## src/rtl/cmo_map.svh

```systemverilog
// offsets, field positions, reset values and timing counts of the compass mode block
// assumes inclusion by bare name from package or module files
`ifndef CMO_MAP_SVH
`define CMO_MAP_SVH

// ----------------------------------------------------------------
// clock
// ----------------------------------------------------------------
`define CMO_CLK_HZ          40000000
`define CMO_CLK_NS          25

// ----------------------------------------------------------------
// stored mode configuration
// ----------------------------------------------------------------
`define CMO_CFG_ADDR        8'h04
`define CMO_CFG_RESET       8'h11
`define CMO_CFG_LEVEL_BIT   0
`define CMO_CFG_UE_BIT      1
`define CMO_CFG_UF_BIT      2
`define CMO_CFG_RUN_BIT     4
`define CMO_CFG_RATE_LSB    5
`define CMO_CFG_RATE_MSB    6

// ----------------------------------------------------------------
// command bytes
// ----------------------------------------------------------------
`define CMO_CMD_LEVEL       8'h72
`define CMO_CMD_UE          8'h73
`define CMO_CMD_UF          8'h74
`define CMO_CMD_RUN         8'h50
`define CMO_CMD_STANDBY     8'h51
`define CMO_CMD_SLEEP       8'h52
`define CMO_CMD_WAKE        8'h53
`define CMO_CMD_RESET       8'h54
`define CMO_CMD_CFG_WR      8'h5a
`define CMO_CMD_CFG_RD      8'h5b

// ----------------------------------------------------------------
// serial slave address, 7 bits
// ----------------------------------------------------------------
`define CMO_SLAVE_ADDR      7'h19

// ----------------------------------------------------------------
// update rates and least ready-low times
// ----------------------------------------------------------------
`define CMO_RATE_1_HZ       1
`define CMO_RATE_5_HZ       5
`define CMO_RATE_10_HZ      10
`define CMO_LOW_1_NS        750000
`define CMO_LOW_5_NS        150000
`define CMO_LOW_10_NS       75000
`define CMO_LOW_1_CYC       ((`CMO_LOW_1_NS / `CMO_CLK_NS) + 1)
`define CMO_LOW_5_CYC       ((`CMO_LOW_5_NS / `CMO_CLK_NS) + 1)
`define CMO_LOW_10_CYC      ((`CMO_LOW_10_NS / `CMO_CLK_NS) + 1)

`endif

```

## src/rtl/cmo_pkg.sv

```systemverilog
// types shared by the compass mode block
// assumes cmo_map.svh is on the include path
package cmo_pkg;

   // ----------------------------------------------------------------
   // enumerations
   // ----------------------------------------------------------------
   typedef enum logic [1:0] {CMO_SLEEP, CMO_STANDBY, CMO_RUN} cmo_mode_t;
   typedef enum logic [1:0] {CMO_LEVEL, CMO_UE, CMO_UF} cmo_orient_t;
   typedef enum logic [1:0] {CMO_ARG_NONE, CMO_ARG_WADDR, CMO_ARG_WDATA, CMO_ARG_RADDR} cmo_arg_t;
   typedef enum logic [2:0] {
      CMO_I_IDLE, CMO_I_ADDR, CMO_I_ACK_A, CMO_I_WDATA, CMO_I_ACK_W, CMO_I_RDATA, CMO_I_RACK
   } cmo_i2c_st_t;

   // ----------------------------------------------------------------
   // serial slave state
   // ----------------------------------------------------------------
   typedef struct packed {
      logic [2:0]  scl_sy;
      logic [2:0]  sda_sy;
      logic        scl;
      logic        sda;
      cmo_i2c_st_t st;
      logic [3:0]  bit_n;
      logic [7:0]  sr;
      logic        rw;
      logic        nack;
      logic        first;
      logic        sda_o;
      logic        sda_oe_n;
      logic [7:0]  rx_byte;
      logic        rx_valid;
      logic        rx_first;
      logic        stop;
   } cmo_i2c_reg_t;

   // ----------------------------------------------------------------
   // mode, orientation and ready state
   // ----------------------------------------------------------------
   typedef struct packed {
      logic [7:0]  nv_cfg;
      cmo_mode_t   mode;
      cmo_orient_t orient;
      cmo_orient_t orient_pend;
      logic        pend_valid;
      logic [1:0]  rate;
      logic [25:0] period_cnt;
      logic [15:0] low_cnt;
      logic        waiting;
      logic        loaded;
      logic        result_ready_pin;
      logic        meas_start;
      logic        result_load;
      logic        analog_en;
      logic        forward_z;
      cmo_arg_t    arg;
      logic        addr_ok;
      logic        rd_cfg;
      logic [7:0]  tx_byte;
   } cmo_ctl_reg_t;

endpackage : cmo_pkg

```

## src/rtl/cmo_i2c_slave.sv

```systemverilog
// two-wire serial slave: byte receive, acknowledge and byte send
// assumes pins arrive unsynchronised; sda is open drain, oe low drives
`timescale 1ns/10ps
`default_nettype none
`include "cmo_map.svh"

module cmo_i2c_slave
   import cmo_pkg::*;
#(
   parameter logic [6:0] P_ADDR = `CMO_SLAVE_ADDR
) (
   // clock and reset
   input  wire logic       i_clk,
   input  wire logic       i_resetn,
   // bus pins
   input  wire logic       i_scl,
   input  wire logic       i_sda,
   output logic            o_sda_o,
   output logic            o_sda_oe_n,
   // byte side
   input  wire logic [7:0] i_tx_byte,
   output logic [7:0]      o_rx_byte,
   output logic            o_rx_valid,
   output logic            o_rx_first,
   output logic            o_stop
);

   cmo_i2c_reg_t r_ff;
   cmo_i2c_reg_t nxt_r;
   logic         rise;
   logic         fall;

   // ----------------------------------------------------------------
   // next state
   // ----------------------------------------------------------------
   always_comb begin
      nxt_r          = r_ff;
      nxt_r.rx_valid = 1'b0;
      nxt_r.stop     = 1'b0;
      nxt_r.scl_sy   = {r_ff.scl_sy[1:0], i_scl};
      nxt_r.sda_sy   = {r_ff.sda_sy[1:0], i_sda};
      if (r_ff.scl_sy[1] == r_ff.scl_sy[2]) begin
         nxt_r.scl = r_ff.scl_sy[2];
      end
      if (r_ff.sda_sy[1] == r_ff.sda_sy[2]) begin
         nxt_r.sda = r_ff.sda_sy[2];
      end
      rise = !r_ff.scl && nxt_r.scl;
      fall = r_ff.scl && !nxt_r.scl;
      if (r_ff.scl && nxt_r.scl && r_ff.sda && !nxt_r.sda) begin // RL12
         nxt_r.st       = CMO_I_ADDR;
         nxt_r.bit_n    = 4'h0;
         nxt_r.sda_oe_n = 1'b1;
      end else if (r_ff.scl && nxt_r.scl && !r_ff.sda && nxt_r.sda) begin
         nxt_r.st       = CMO_I_IDLE;
         nxt_r.sda_oe_n = 1'b1;
         nxt_r.stop     = (r_ff.st != CMO_I_IDLE);
      end else if (rise) begin
         case (r_ff.st)
            CMO_I_ADDR, CMO_I_WDATA: begin
               nxt_r.sr    = {r_ff.sr[6:0], nxt_r.sda};
               nxt_r.bit_n = r_ff.bit_n + 4'h1;
            end
            CMO_I_RACK: begin
               nxt_r.nack = nxt_r.sda;
            end
            default: begin
            end
         endcase
      end else if (fall) begin
         case (r_ff.st)
            CMO_I_ADDR: begin
               if (r_ff.bit_n == 4'h8) begin
                  if (r_ff.sr[7:1] == P_ADDR) begin // RL12
                     nxt_r.st       = CMO_I_ACK_A;
                     nxt_r.sda_oe_n = 1'b0;
                     nxt_r.rw       = r_ff.sr[0];
                     nxt_r.first    = 1'b1;
                  end else begin
                     nxt_r.st = CMO_I_IDLE;
                  end
               end
            end
            CMO_I_WDATA: begin
               if (r_ff.bit_n == 4'h8) begin
                  nxt_r.st       = CMO_I_ACK_W;
                  nxt_r.sda_oe_n = 1'b0;
                  nxt_r.rx_byte  = r_ff.sr;
                  nxt_r.rx_valid = 1'b1;
                  nxt_r.rx_first = r_ff.first;
                  nxt_r.first    = 1'b0;
               end
            end
            CMO_I_ACK_A, CMO_I_ACK_W: begin
               if (r_ff.st == CMO_I_ACK_A && r_ff.rw) begin
                  nxt_r.st       = CMO_I_RDATA;
                  nxt_r.sr       = i_tx_byte;
                  nxt_r.sda_oe_n = i_tx_byte[7];
                  nxt_r.bit_n    = 4'h1;
               end else begin
                  nxt_r.st       = CMO_I_WDATA;
                  nxt_r.sda_oe_n = 1'b1;
                  nxt_r.bit_n    = 4'h0;
               end
            end
            CMO_I_RDATA: begin
               if (r_ff.bit_n == 4'h8) begin
                  nxt_r.st       = CMO_I_RACK;
                  nxt_r.sda_oe_n = 1'b1;
               end else begin
                  nxt_r.sda_oe_n = r_ff.sr[3'h7 - r_ff.bit_n[2:0]];
                  nxt_r.bit_n    = r_ff.bit_n + 4'h1;
               end
            end
            CMO_I_RACK: begin
               if (!r_ff.nack) begin
                  nxt_r.st       = CMO_I_RDATA;
                  nxt_r.sr       = i_tx_byte;
                  nxt_r.sda_oe_n = i_tx_byte[7];
                  nxt_r.bit_n    = 4'h1;
               end else begin
                  nxt_r.st = CMO_I_IDLE;
               end
            end
            default: begin
            end
         endcase
      end
   end

   // ----------------------------------------------------------------
   // state register
   // ----------------------------------------------------------------
   always_ff @(posedge i_clk) begin
      if (!i_resetn) begin
         r_ff          <= '0;
         r_ff.scl_sy   <= 3'h7;
         r_ff.sda_sy   <= 3'h7;
         r_ff.scl      <= 1'b1;
         r_ff.sda      <= 1'b1;
         r_ff.sda_oe_n <= 1'b1;
      end else begin
         r_ff <= nxt_r;
      end
   end

   assign o_sda_o    = r_ff.sda_o;
   assign o_sda_oe_n = r_ff.sda_oe_n;
   assign o_rx_byte  = r_ff.rx_byte;
   assign o_rx_valid = r_ff.rx_valid;
   assign o_rx_first = r_ff.rx_first;
   assign o_stop     = r_ff.stop;
endmodule : cmo_i2c_slave
`default_nettype wire

```

## src/rtl/cmo_top.sv

```systemverilog
// compass operating mode, mounting orientation and result-ready logic
// assumes pins asynchronous to i_clk; result path shares i_clk
//
// How it works
// RL1: ready pin rises after results are loaded
// RL2: ready low longer than 750/150/75 us
// RL3: sleep mode switches analog circuitry off
// RL4: standby powered, no measurements, awaits commands
// RL5: run measures continuously at 1/5/10 Hz
// RL6: mode settings held in stored register 04
// RL7: level, upright edge, upright front orientations
// RL8: upright orientations pick X or Z forward
// RL9: commands 72/73/74 set orientation, store untouched
// RL10: stored orientation takes effect after reset
// RL11: host corrects odd mountings by deviation
// RL12: commands arrive over two-wire serial slave
// RL13: temporary orientation applies at next measurement
`timescale 1ns/10ps
`default_nettype none
`include "cmo_map.svh"

module cmo_top
   import cmo_pkg::*;
#(
   parameter int P_PERIOD_1  = `CMO_CLK_HZ / `CMO_RATE_1_HZ,
   parameter int P_PERIOD_5  = `CMO_CLK_HZ / `CMO_RATE_5_HZ,
   parameter int P_PERIOD_10 = `CMO_CLK_HZ / `CMO_RATE_10_HZ,
   parameter int P_LOW_1     = `CMO_LOW_1_CYC,
   parameter int P_LOW_5     = `CMO_LOW_5_CYC,
   parameter int P_LOW_10    = `CMO_LOW_10_CYC
) (
   // clock and reset
   input  wire logic       i_clk,
   input  wire logic       i_resetn,
   // serial bus pins
   input  wire logic       i_scl,
   input  wire logic       i_sda,
   output logic            o_sda_o,
   output logic            o_sda_oe_n,
   // measurement path
   input  wire logic       i_result_done,
   output logic            o_meas_start,
   output logic            o_result_load,
   output logic            o_analog_en,
   // orientation
   output logic [1:0]      o_orient,
   output logic            o_forward_z,
   // ready pin
   output logic            o_result_ready_pin
);

   cmo_ctl_reg_t r_ff;
   cmo_ctl_reg_t nxt_r;
   logic [7:0]   rx_byte;
   logic         rx_valid;
   logic         rx_first;
   logic         start_now;
   logic         cfg_wr_evt;
   logic         temp_evt;

   // ----------------------------------------------------------------
   // config decode helpers
   // ----------------------------------------------------------------
   function automatic cmo_orient_t cfg_orient(input logic [7:0] c);
      if (c[`CMO_CFG_UF_BIT]) begin
         return CMO_UF;
      end else if (c[`CMO_CFG_UE_BIT]) begin
         return CMO_UE;
      end
      return CMO_LEVEL;
   endfunction : cfg_orient

   function automatic cmo_mode_t cfg_mode(input logic [7:0] c);
      return c[`CMO_CFG_RUN_BIT] ? CMO_RUN : CMO_STANDBY;
   endfunction : cfg_mode

   function automatic logic [25:0] period_of(input logic [1:0] rt);
      case (rt)
         2'h1:    return 26'(P_PERIOD_5 - 1);
         2'h2:    return 26'(P_PERIOD_10 - 1);
         default: return 26'(P_PERIOD_1 - 1);
      endcase
   endfunction : period_of

   function automatic logic [15:0] low_of(input logic [1:0] rt);
      case (rt)
         2'h1:    return 16'(P_LOW_5);
         2'h2:    return 16'(P_LOW_10);
         default: return 16'(P_LOW_1);
      endcase
   endfunction : low_of

   // ----------------------------------------------------------------
   // serial slave
   // ----------------------------------------------------------------
   cmo_i2c_slave u_i2c (
      .i_clk      (i_clk),
      .i_resetn   (i_resetn),
      .i_scl      (i_scl),
      .i_sda      (i_sda),
      .o_sda_o    (o_sda_o),
      .o_sda_oe_n (o_sda_oe_n),
      .i_tx_byte  (r_ff.tx_byte),
      .o_rx_byte  (rx_byte),
      .o_rx_valid (rx_valid),
      .o_rx_first (rx_first),
      .o_stop     ()
   );

   // ----------------------------------------------------------------
   // next state
   // ----------------------------------------------------------------
   always_comb begin
      nxt_r             = r_ff;
      nxt_r.meas_start  = 1'b0;
      nxt_r.result_load = 1'b0;
      cfg_wr_evt        = 1'b0;
      temp_evt          = 1'b0;
      start_now         = (r_ff.mode == CMO_RUN) && (r_ff.period_cnt == 26'h0);
      // commands
      if (rx_valid && rx_first) begin // RL12
         nxt_r.arg    = CMO_ARG_NONE;
         nxt_r.rd_cfg = 1'b0;
         case (rx_byte)
            `CMO_CMD_LEVEL, `CMO_CMD_UE, `CMO_CMD_UF: begin // RL9
               temp_evt          = 1'b1;
               nxt_r.pend_valid  = 1'b1;
               nxt_r.orient_pend = (rx_byte == `CMO_CMD_UE) ? CMO_UE :
                                   (rx_byte == `CMO_CMD_UF) ? CMO_UF : CMO_LEVEL; // RL7
            end
            `CMO_CMD_RUN: begin // RL5
               nxt_r.mode       = CMO_RUN;
               nxt_r.period_cnt = 26'h0;
            end
            `CMO_CMD_STANDBY, `CMO_CMD_WAKE: begin // RL4
               nxt_r.mode = CMO_STANDBY;
            end
            `CMO_CMD_SLEEP: begin // RL3
               nxt_r.mode = CMO_SLEEP;
            end
            `CMO_CMD_RESET: begin // RL10
               nxt_r.orient     = cfg_orient(r_ff.nv_cfg);
               nxt_r.mode       = cfg_mode(r_ff.nv_cfg);
               nxt_r.rate       = r_ff.nv_cfg[`CMO_CFG_RATE_MSB:`CMO_CFG_RATE_LSB];
               nxt_r.pend_valid = 1'b0;
               nxt_r.period_cnt = 26'h0;
            end
            `CMO_CMD_CFG_WR: begin
               nxt_r.arg = CMO_ARG_WADDR;
            end
            `CMO_CMD_CFG_RD: begin
               nxt_r.arg = CMO_ARG_RADDR;
            end
            default: begin
            end
         endcase
      end else if (rx_valid) begin
         case (r_ff.arg)
            CMO_ARG_WADDR: begin
               nxt_r.addr_ok = (rx_byte == `CMO_CFG_ADDR);
               nxt_r.arg     = CMO_ARG_WDATA;
            end
            CMO_ARG_WDATA: begin
               if (r_ff.addr_ok) begin // RL6
                  cfg_wr_evt   = 1'b1;
                  nxt_r.nv_cfg = rx_byte;
               end
               nxt_r.arg = CMO_ARG_NONE;
            end
            CMO_ARG_RADDR: begin
               nxt_r.rd_cfg = (rx_byte == `CMO_CFG_ADDR);
               nxt_r.arg    = CMO_ARG_NONE;
            end
            default: begin
            end
         endcase
      end
      // measurement cycle
      if (r_ff.low_cnt != 16'h0) begin
         nxt_r.low_cnt = r_ff.low_cnt - 16'h1;
      end
      if (r_ff.mode == CMO_RUN && !start_now) begin // RL5
         nxt_r.period_cnt = r_ff.period_cnt - 26'h1;
      end
      if (i_result_done && r_ff.waiting) begin
         nxt_r.result_load = 1'b1;
         nxt_r.waiting     = 1'b0;
         nxt_r.loaded      = 1'b1;
      end
      if (start_now) begin // RL5
         nxt_r.period_cnt = period_of(r_ff.rate);
         nxt_r.meas_start = 1'b1;
         nxt_r.waiting    = 1'b1;
         nxt_r.loaded     = i_result_done && r_ff.waiting;
         nxt_r.result_ready_pin       = 1'b0;
         nxt_r.low_cnt    = low_of(r_ff.rate); // RL2
         if (r_ff.pend_valid && nxt_r.pend_valid) begin // RL13
            nxt_r.orient     = r_ff.orient_pend;
            nxt_r.pend_valid = temp_evt;
         end
      end else if (r_ff.loaded && r_ff.low_cnt == 16'h0) begin // RL1
         nxt_r.result_ready_pin   = 1'b1;
         nxt_r.loaded = 1'b0;
      end
      nxt_r.analog_en = (nxt_r.mode != CMO_SLEEP); // RL3
      nxt_r.forward_z = (nxt_r.orient == CMO_UF); // RL8
      nxt_r.tx_byte   = nxt_r.rd_cfg ? nxt_r.nv_cfg :
                        {nxt_r.result_ready_pin, nxt_r.pend_valid, nxt_r.mode, nxt_r.rate, nxt_r.orient};
   end

   // ----------------------------------------------------------------
   // state register
   // ----------------------------------------------------------------
   always_ff @(posedge i_clk) begin
      if (!i_resetn) begin
         r_ff           <= '0;
         r_ff.nv_cfg    <= `CMO_CFG_RESET;
         r_ff.mode      <= cfg_mode(`CMO_CFG_RESET);
         r_ff.orient    <= cfg_orient(`CMO_CFG_RESET);
         r_ff.rate      <= 2'(`CMO_CFG_RESET >> `CMO_CFG_RATE_LSB);
         r_ff.analog_en <= 1'b1;
      end else begin
         r_ff <= nxt_r;
      end
   end

   assign o_meas_start       = r_ff.meas_start;
   assign o_result_load      = r_ff.result_load;
   assign o_analog_en        = r_ff.analog_en;
   assign o_orient           = r_ff.orient;
   assign o_forward_z        = r_ff.forward_z;
   assign o_result_ready_pin = r_ff.result_ready_pin;

   // ----------------------------------------------------------------
   // checks
   // ----------------------------------------------------------------
   logic [15:0] low_seen_ff;
   always_ff @(posedge i_clk) begin
      if (!i_resetn) begin
         low_seen_ff <= 16'h0;
      end else if (r_ff.result_ready_pin) begin
         low_seen_ff <= 16'h0;
      end else if (low_seen_ff != 16'hffff) begin
         low_seen_ff <= low_seen_ff + 16'h1;
      end
   end
endmodule : cmo_top
`default_nettype wire

```

## config.mk

```make
export PLATFORM = sky130hd
export DESIGN_NAME = cmo_top
export DESIGN_NICKNAME = d
export VERILOG_FILES = /design/src/rtl/cmo_pkg.sv /design/src/rtl/cmo_i2c_slave.sv /design/src/rtl/cmo_top.sv
export VERILOG_INCLUDE_DIRS = /design/src /design/src/rtl
export SDC_FILE = /design/constraint.sdc
export NUM_CORES = 1
export LEC_CHECK = 0
export BUFFER_PORTS_ARGS = -buffer_cell sky130_fd_sc_hd__buf_2
export CORE_MARGIN = 2
export CORE_UTILIZATION = 30
export CTS_CLUSTER_DIAMETER = 50
export DETAILED_ROUTE_END_ITERATION = 12
export PLACE_DENSITY_LB_ADDON = 0.05
export SETUP_SLACK_MARGIN = 0.5
export SYNTH_ARGS = -nofsm -noshare
export SYNTH_HDL_FRONTEND = slang
export SYNTH_HIERARCHICAL = 1
export SYNTH_SLANG_ARGS = --single-unit
```

## constraint.sdc

```tcl
create_clock -name i_clk -period 3.5 [get_ports i_clk]
set_input_delay 0.175 -clock i_clk [delete_from_list [all_inputs] [get_ports i_clk]]
set_output_delay 0.175 -clock i_clk [all_outputs]
set_load 0.03 [all_outputs]
```

==> flow_metrics.env <==
export IMPL_status="completed"
export IMPL_fin_setup_tns_ns=0
export IMPL_cts_resized=0
export IMPL_die_h_um=147
export IMPL_worst_r2r_endpoint="r_ff[0]$_SDFF_PN0_"
export IMPL_clk_pin_slew_ns=0.06
export IMPL_rsz0062_at_grt="false"
export IMPL_syn_to_final_growth_pct=14.1
export IMPL_crit_type="flop to flop"
export IMPL_intPower_mw=3.30
export IMPL_clkPwrFrac=0.339
export IMPL_drive_gt1_frac=0.151
export IMPL_ios=14
export IMPL_p_seq_frac=0.336
export IMPL_fin_crit_ns=2.59
export IMPL_skew_ns=0.0115
export IMPL_routedWlPerCell_um=17.5
export IMPL_period_share=0.741
export IMPL_gp_congestion=0.786
export IMPL_holdPathStages=3
export IMPL_r2r_start="r_ff[35]$_SDFFE_PN0P_"
export IMPL_port_buffer_count=12
export IMPL_dp_hpwl_um=12200
export IMPL_worstSetupStartpointType="flop"
export IMPL_min_to="r_ff[18]$_SDFFE_PN0P_"
export IMPL_fmax_mhz=385
export IMPL_drv_cap=0
export IMPL_worstHoldPathType="input port to flop"
export IMPL_synth_cells=697
export IMPL_start_util=0.305
export IMPL_num_rows=52
export IMPL_p_leak_nw=2.60
export IMPL_final_common_cell="dfxtp_1"
export IMPL_gr_total_overflow=0
export IMPL_num_antenna_cells=0
export IMPL_r2r_cells=7
export IMPL_yosysWarnings=6
export IMPL_reg2reg_setup_slack_ns=0.91
export IMPL_p_per_area_nw_per_um2=733
export IMPL_drt_iter0_markers=291
export IMPL_arrival_ns=2.90
export IMPL_vias=5204
export IMPL_syn_area_um2=6150
export IMPL_cts_htree_levels=4
export IMPL_final_antenna_net_count=0
export IMPL_clock_sinks=115
export IMPL_drtPass1Iterations=5
export IMPL_grt_pass1_wl_um=28000
export IMPL_grt_start_max_net_pins=35
export IMPL_root_buffer="clkbuf_16"
export IMPL_syn_nets=715
export IMPL_mostFrequentLayoutCells="115 x dfxtp_1, 71 x nor2_1, 41 x nand2_1"
export IMPL_viasPerCell=5.29
export IMPL_clk_latency_ns=0.42
export IMPL_avgSynthCellArea_um2=8.82
export IMPL_drt_wl_total_um=17200
export IMPL_finalSetupViolCount=0
export IMPL_antenna_found_initial=0
export IMPL_worstPathRequired_ns=3.81
export IMPL_core_um2=20200
export IMPL_nNetsFinal=719
export IMPL_dieArea_um2=21700
export IMPL_hp_start="i_result_done"
export IMPL_slew_headroom=0.402
export IMPL_end_kind="flop"
export IMPL_fin_util=0.348
export IMPL_clockBufferDepth=2
export IMPL_netSwitchingFraction=0.358
export IMPL_die_w_um=147
export IMPL_hold_viol=0
export IMPL_tritoncts="yes"
export IMPL_grt_usage=0.165
export IMPL_vdd_drop_max_v=0.000330
export IMPL_drc_errors=0
export IMPL_cts_made_buffers=17
export IMPL_finalMaxSlewViolations=0
export IMPL_switchingPower_mw=1.84
export IMPL_grt_pass1_vias=5197
export IMPL_tightest_slew_ns=0.894
export IMPL_crit_fanout=13
export IMPL_p_comb_frac=0.325
export IMPL_post_cts_buffers=0
final cells by class:
type | instances | area, um^2
clock buffer | 23 | 488
clock inverter | 9 | 103
fill | 2147 | 13200
inverter | 33 | 124
multi-input combinational | 506 | 3470
sequential | 115 | 2300
tap | 270 | 338
timing repair buffer | 28 | 185
what timing repair did:
action                                 in CTS  in global routing
setup endpoints to repair                   0                  0
hold buffers                                2                  0
endpoints found under the hold margin       2                  0
registers in the layout, summed over array words and instances, names as in the netlist:
signal / count
u_i2c/o_sda_oe_n: 1
u_i2c/r_ff: 22
o_meas_start: 1
u_i2c/nxt_r: 4
u_i2c/o_rx_byte: 8
o_orient: 2
o_analog_en: 1
u_i2c/o_rx_first: 1
o_result_ready_pin: 1
o_forward_z: 1
r_ff: 71
o_result_load: 1
u_i2c/o_rx_valid: 1
routing by layer:
layer / vias up / track usage / share of wire
li1: 2574 / - / -
met2: 90 / 0.266 / 0.48
met3: 18 / 0.0370 / 0.027
met1: 2522 / 0.215 / 0.48
met4: 0 / 0.0625 / 0.015
met5: - / 0 / 0
worst max-delay path by stage:
stage	startpoint	to	slack, ns	cells after the start
finish	r_ff[35]$_SDFFE_PN0P_	r_ff[0]$_SDFF_PN0_	0.91	7
global route	u_i2c/r_ff[32]$_SDFF_PN1_	u_i2c/o_rx_byte[5]$_SDFFE_PN0P_	0.74	8
CTS	r_ff[35]$_SDFFE_PN0P_	r_ff[0]$_SDFF_PN0_	0.90	7
detailed placement	r_ff[45]$_SDFFE_PN0P_	r_ff[0]$_SDFF_PN0_	0.93	5
global placement	r_ff[45]$_SDFFE_PN0P_	r_ff[0]$_SDFF_PN0_	0.95	5
floorplan	u_i2c/o_rx_byte[1]$_SDFFE_PN0P_	r_ff[0]$_SDFF_PN0_	1.47	8
worst max-delay path, stage by stage (launching register included):
cell     delay [ns]
dfxtp_1        0.36
inv_1          0.12
ha_1           0.15
nor4b_2        0.40
and3_1         0.29
nand3_1        0.47
o31a_1         0.45
a31o_2         0.24
power by group through the flow:
stage / Combinational, mW / Sequential (mW) / Clock, mW
3_5_place_dp: 1.66 / 1.75 / 0
4_1_cts: 1.68 / 1.72 / 1.80
3_3_place_gp: 1.66 / 1.75 / 0
2_1_floorplan: 1.34 / 1.71 / 0
6_report: 1.67 / 1.73 / 1.75
5_1_grt: 1.88 / 1.75 / 1.86
metrics by stage:
stage | instance area, um^2 | power, mW | hold WS (ns) | worst slack [ns] | std cells
floorplan | 6150 | 3.04 | 0.276 | 1.47 | 697
global placement | 6400 | 3.41 | 0.376 | 0.953 | 950
detailed placement | 6400 | 3.41 | 0.372 | 0.929 | 950
CTS | 7010 | 5.20 | 0.0232 | 0.900 | 984
global route | 7010 | 5.50 | 0.0417 | 0.739 | 984
finish | 7010 | 5.14 | 0.0401 | 0.905 | 984
Note: power is estimated with default switching activity, not from simulation.
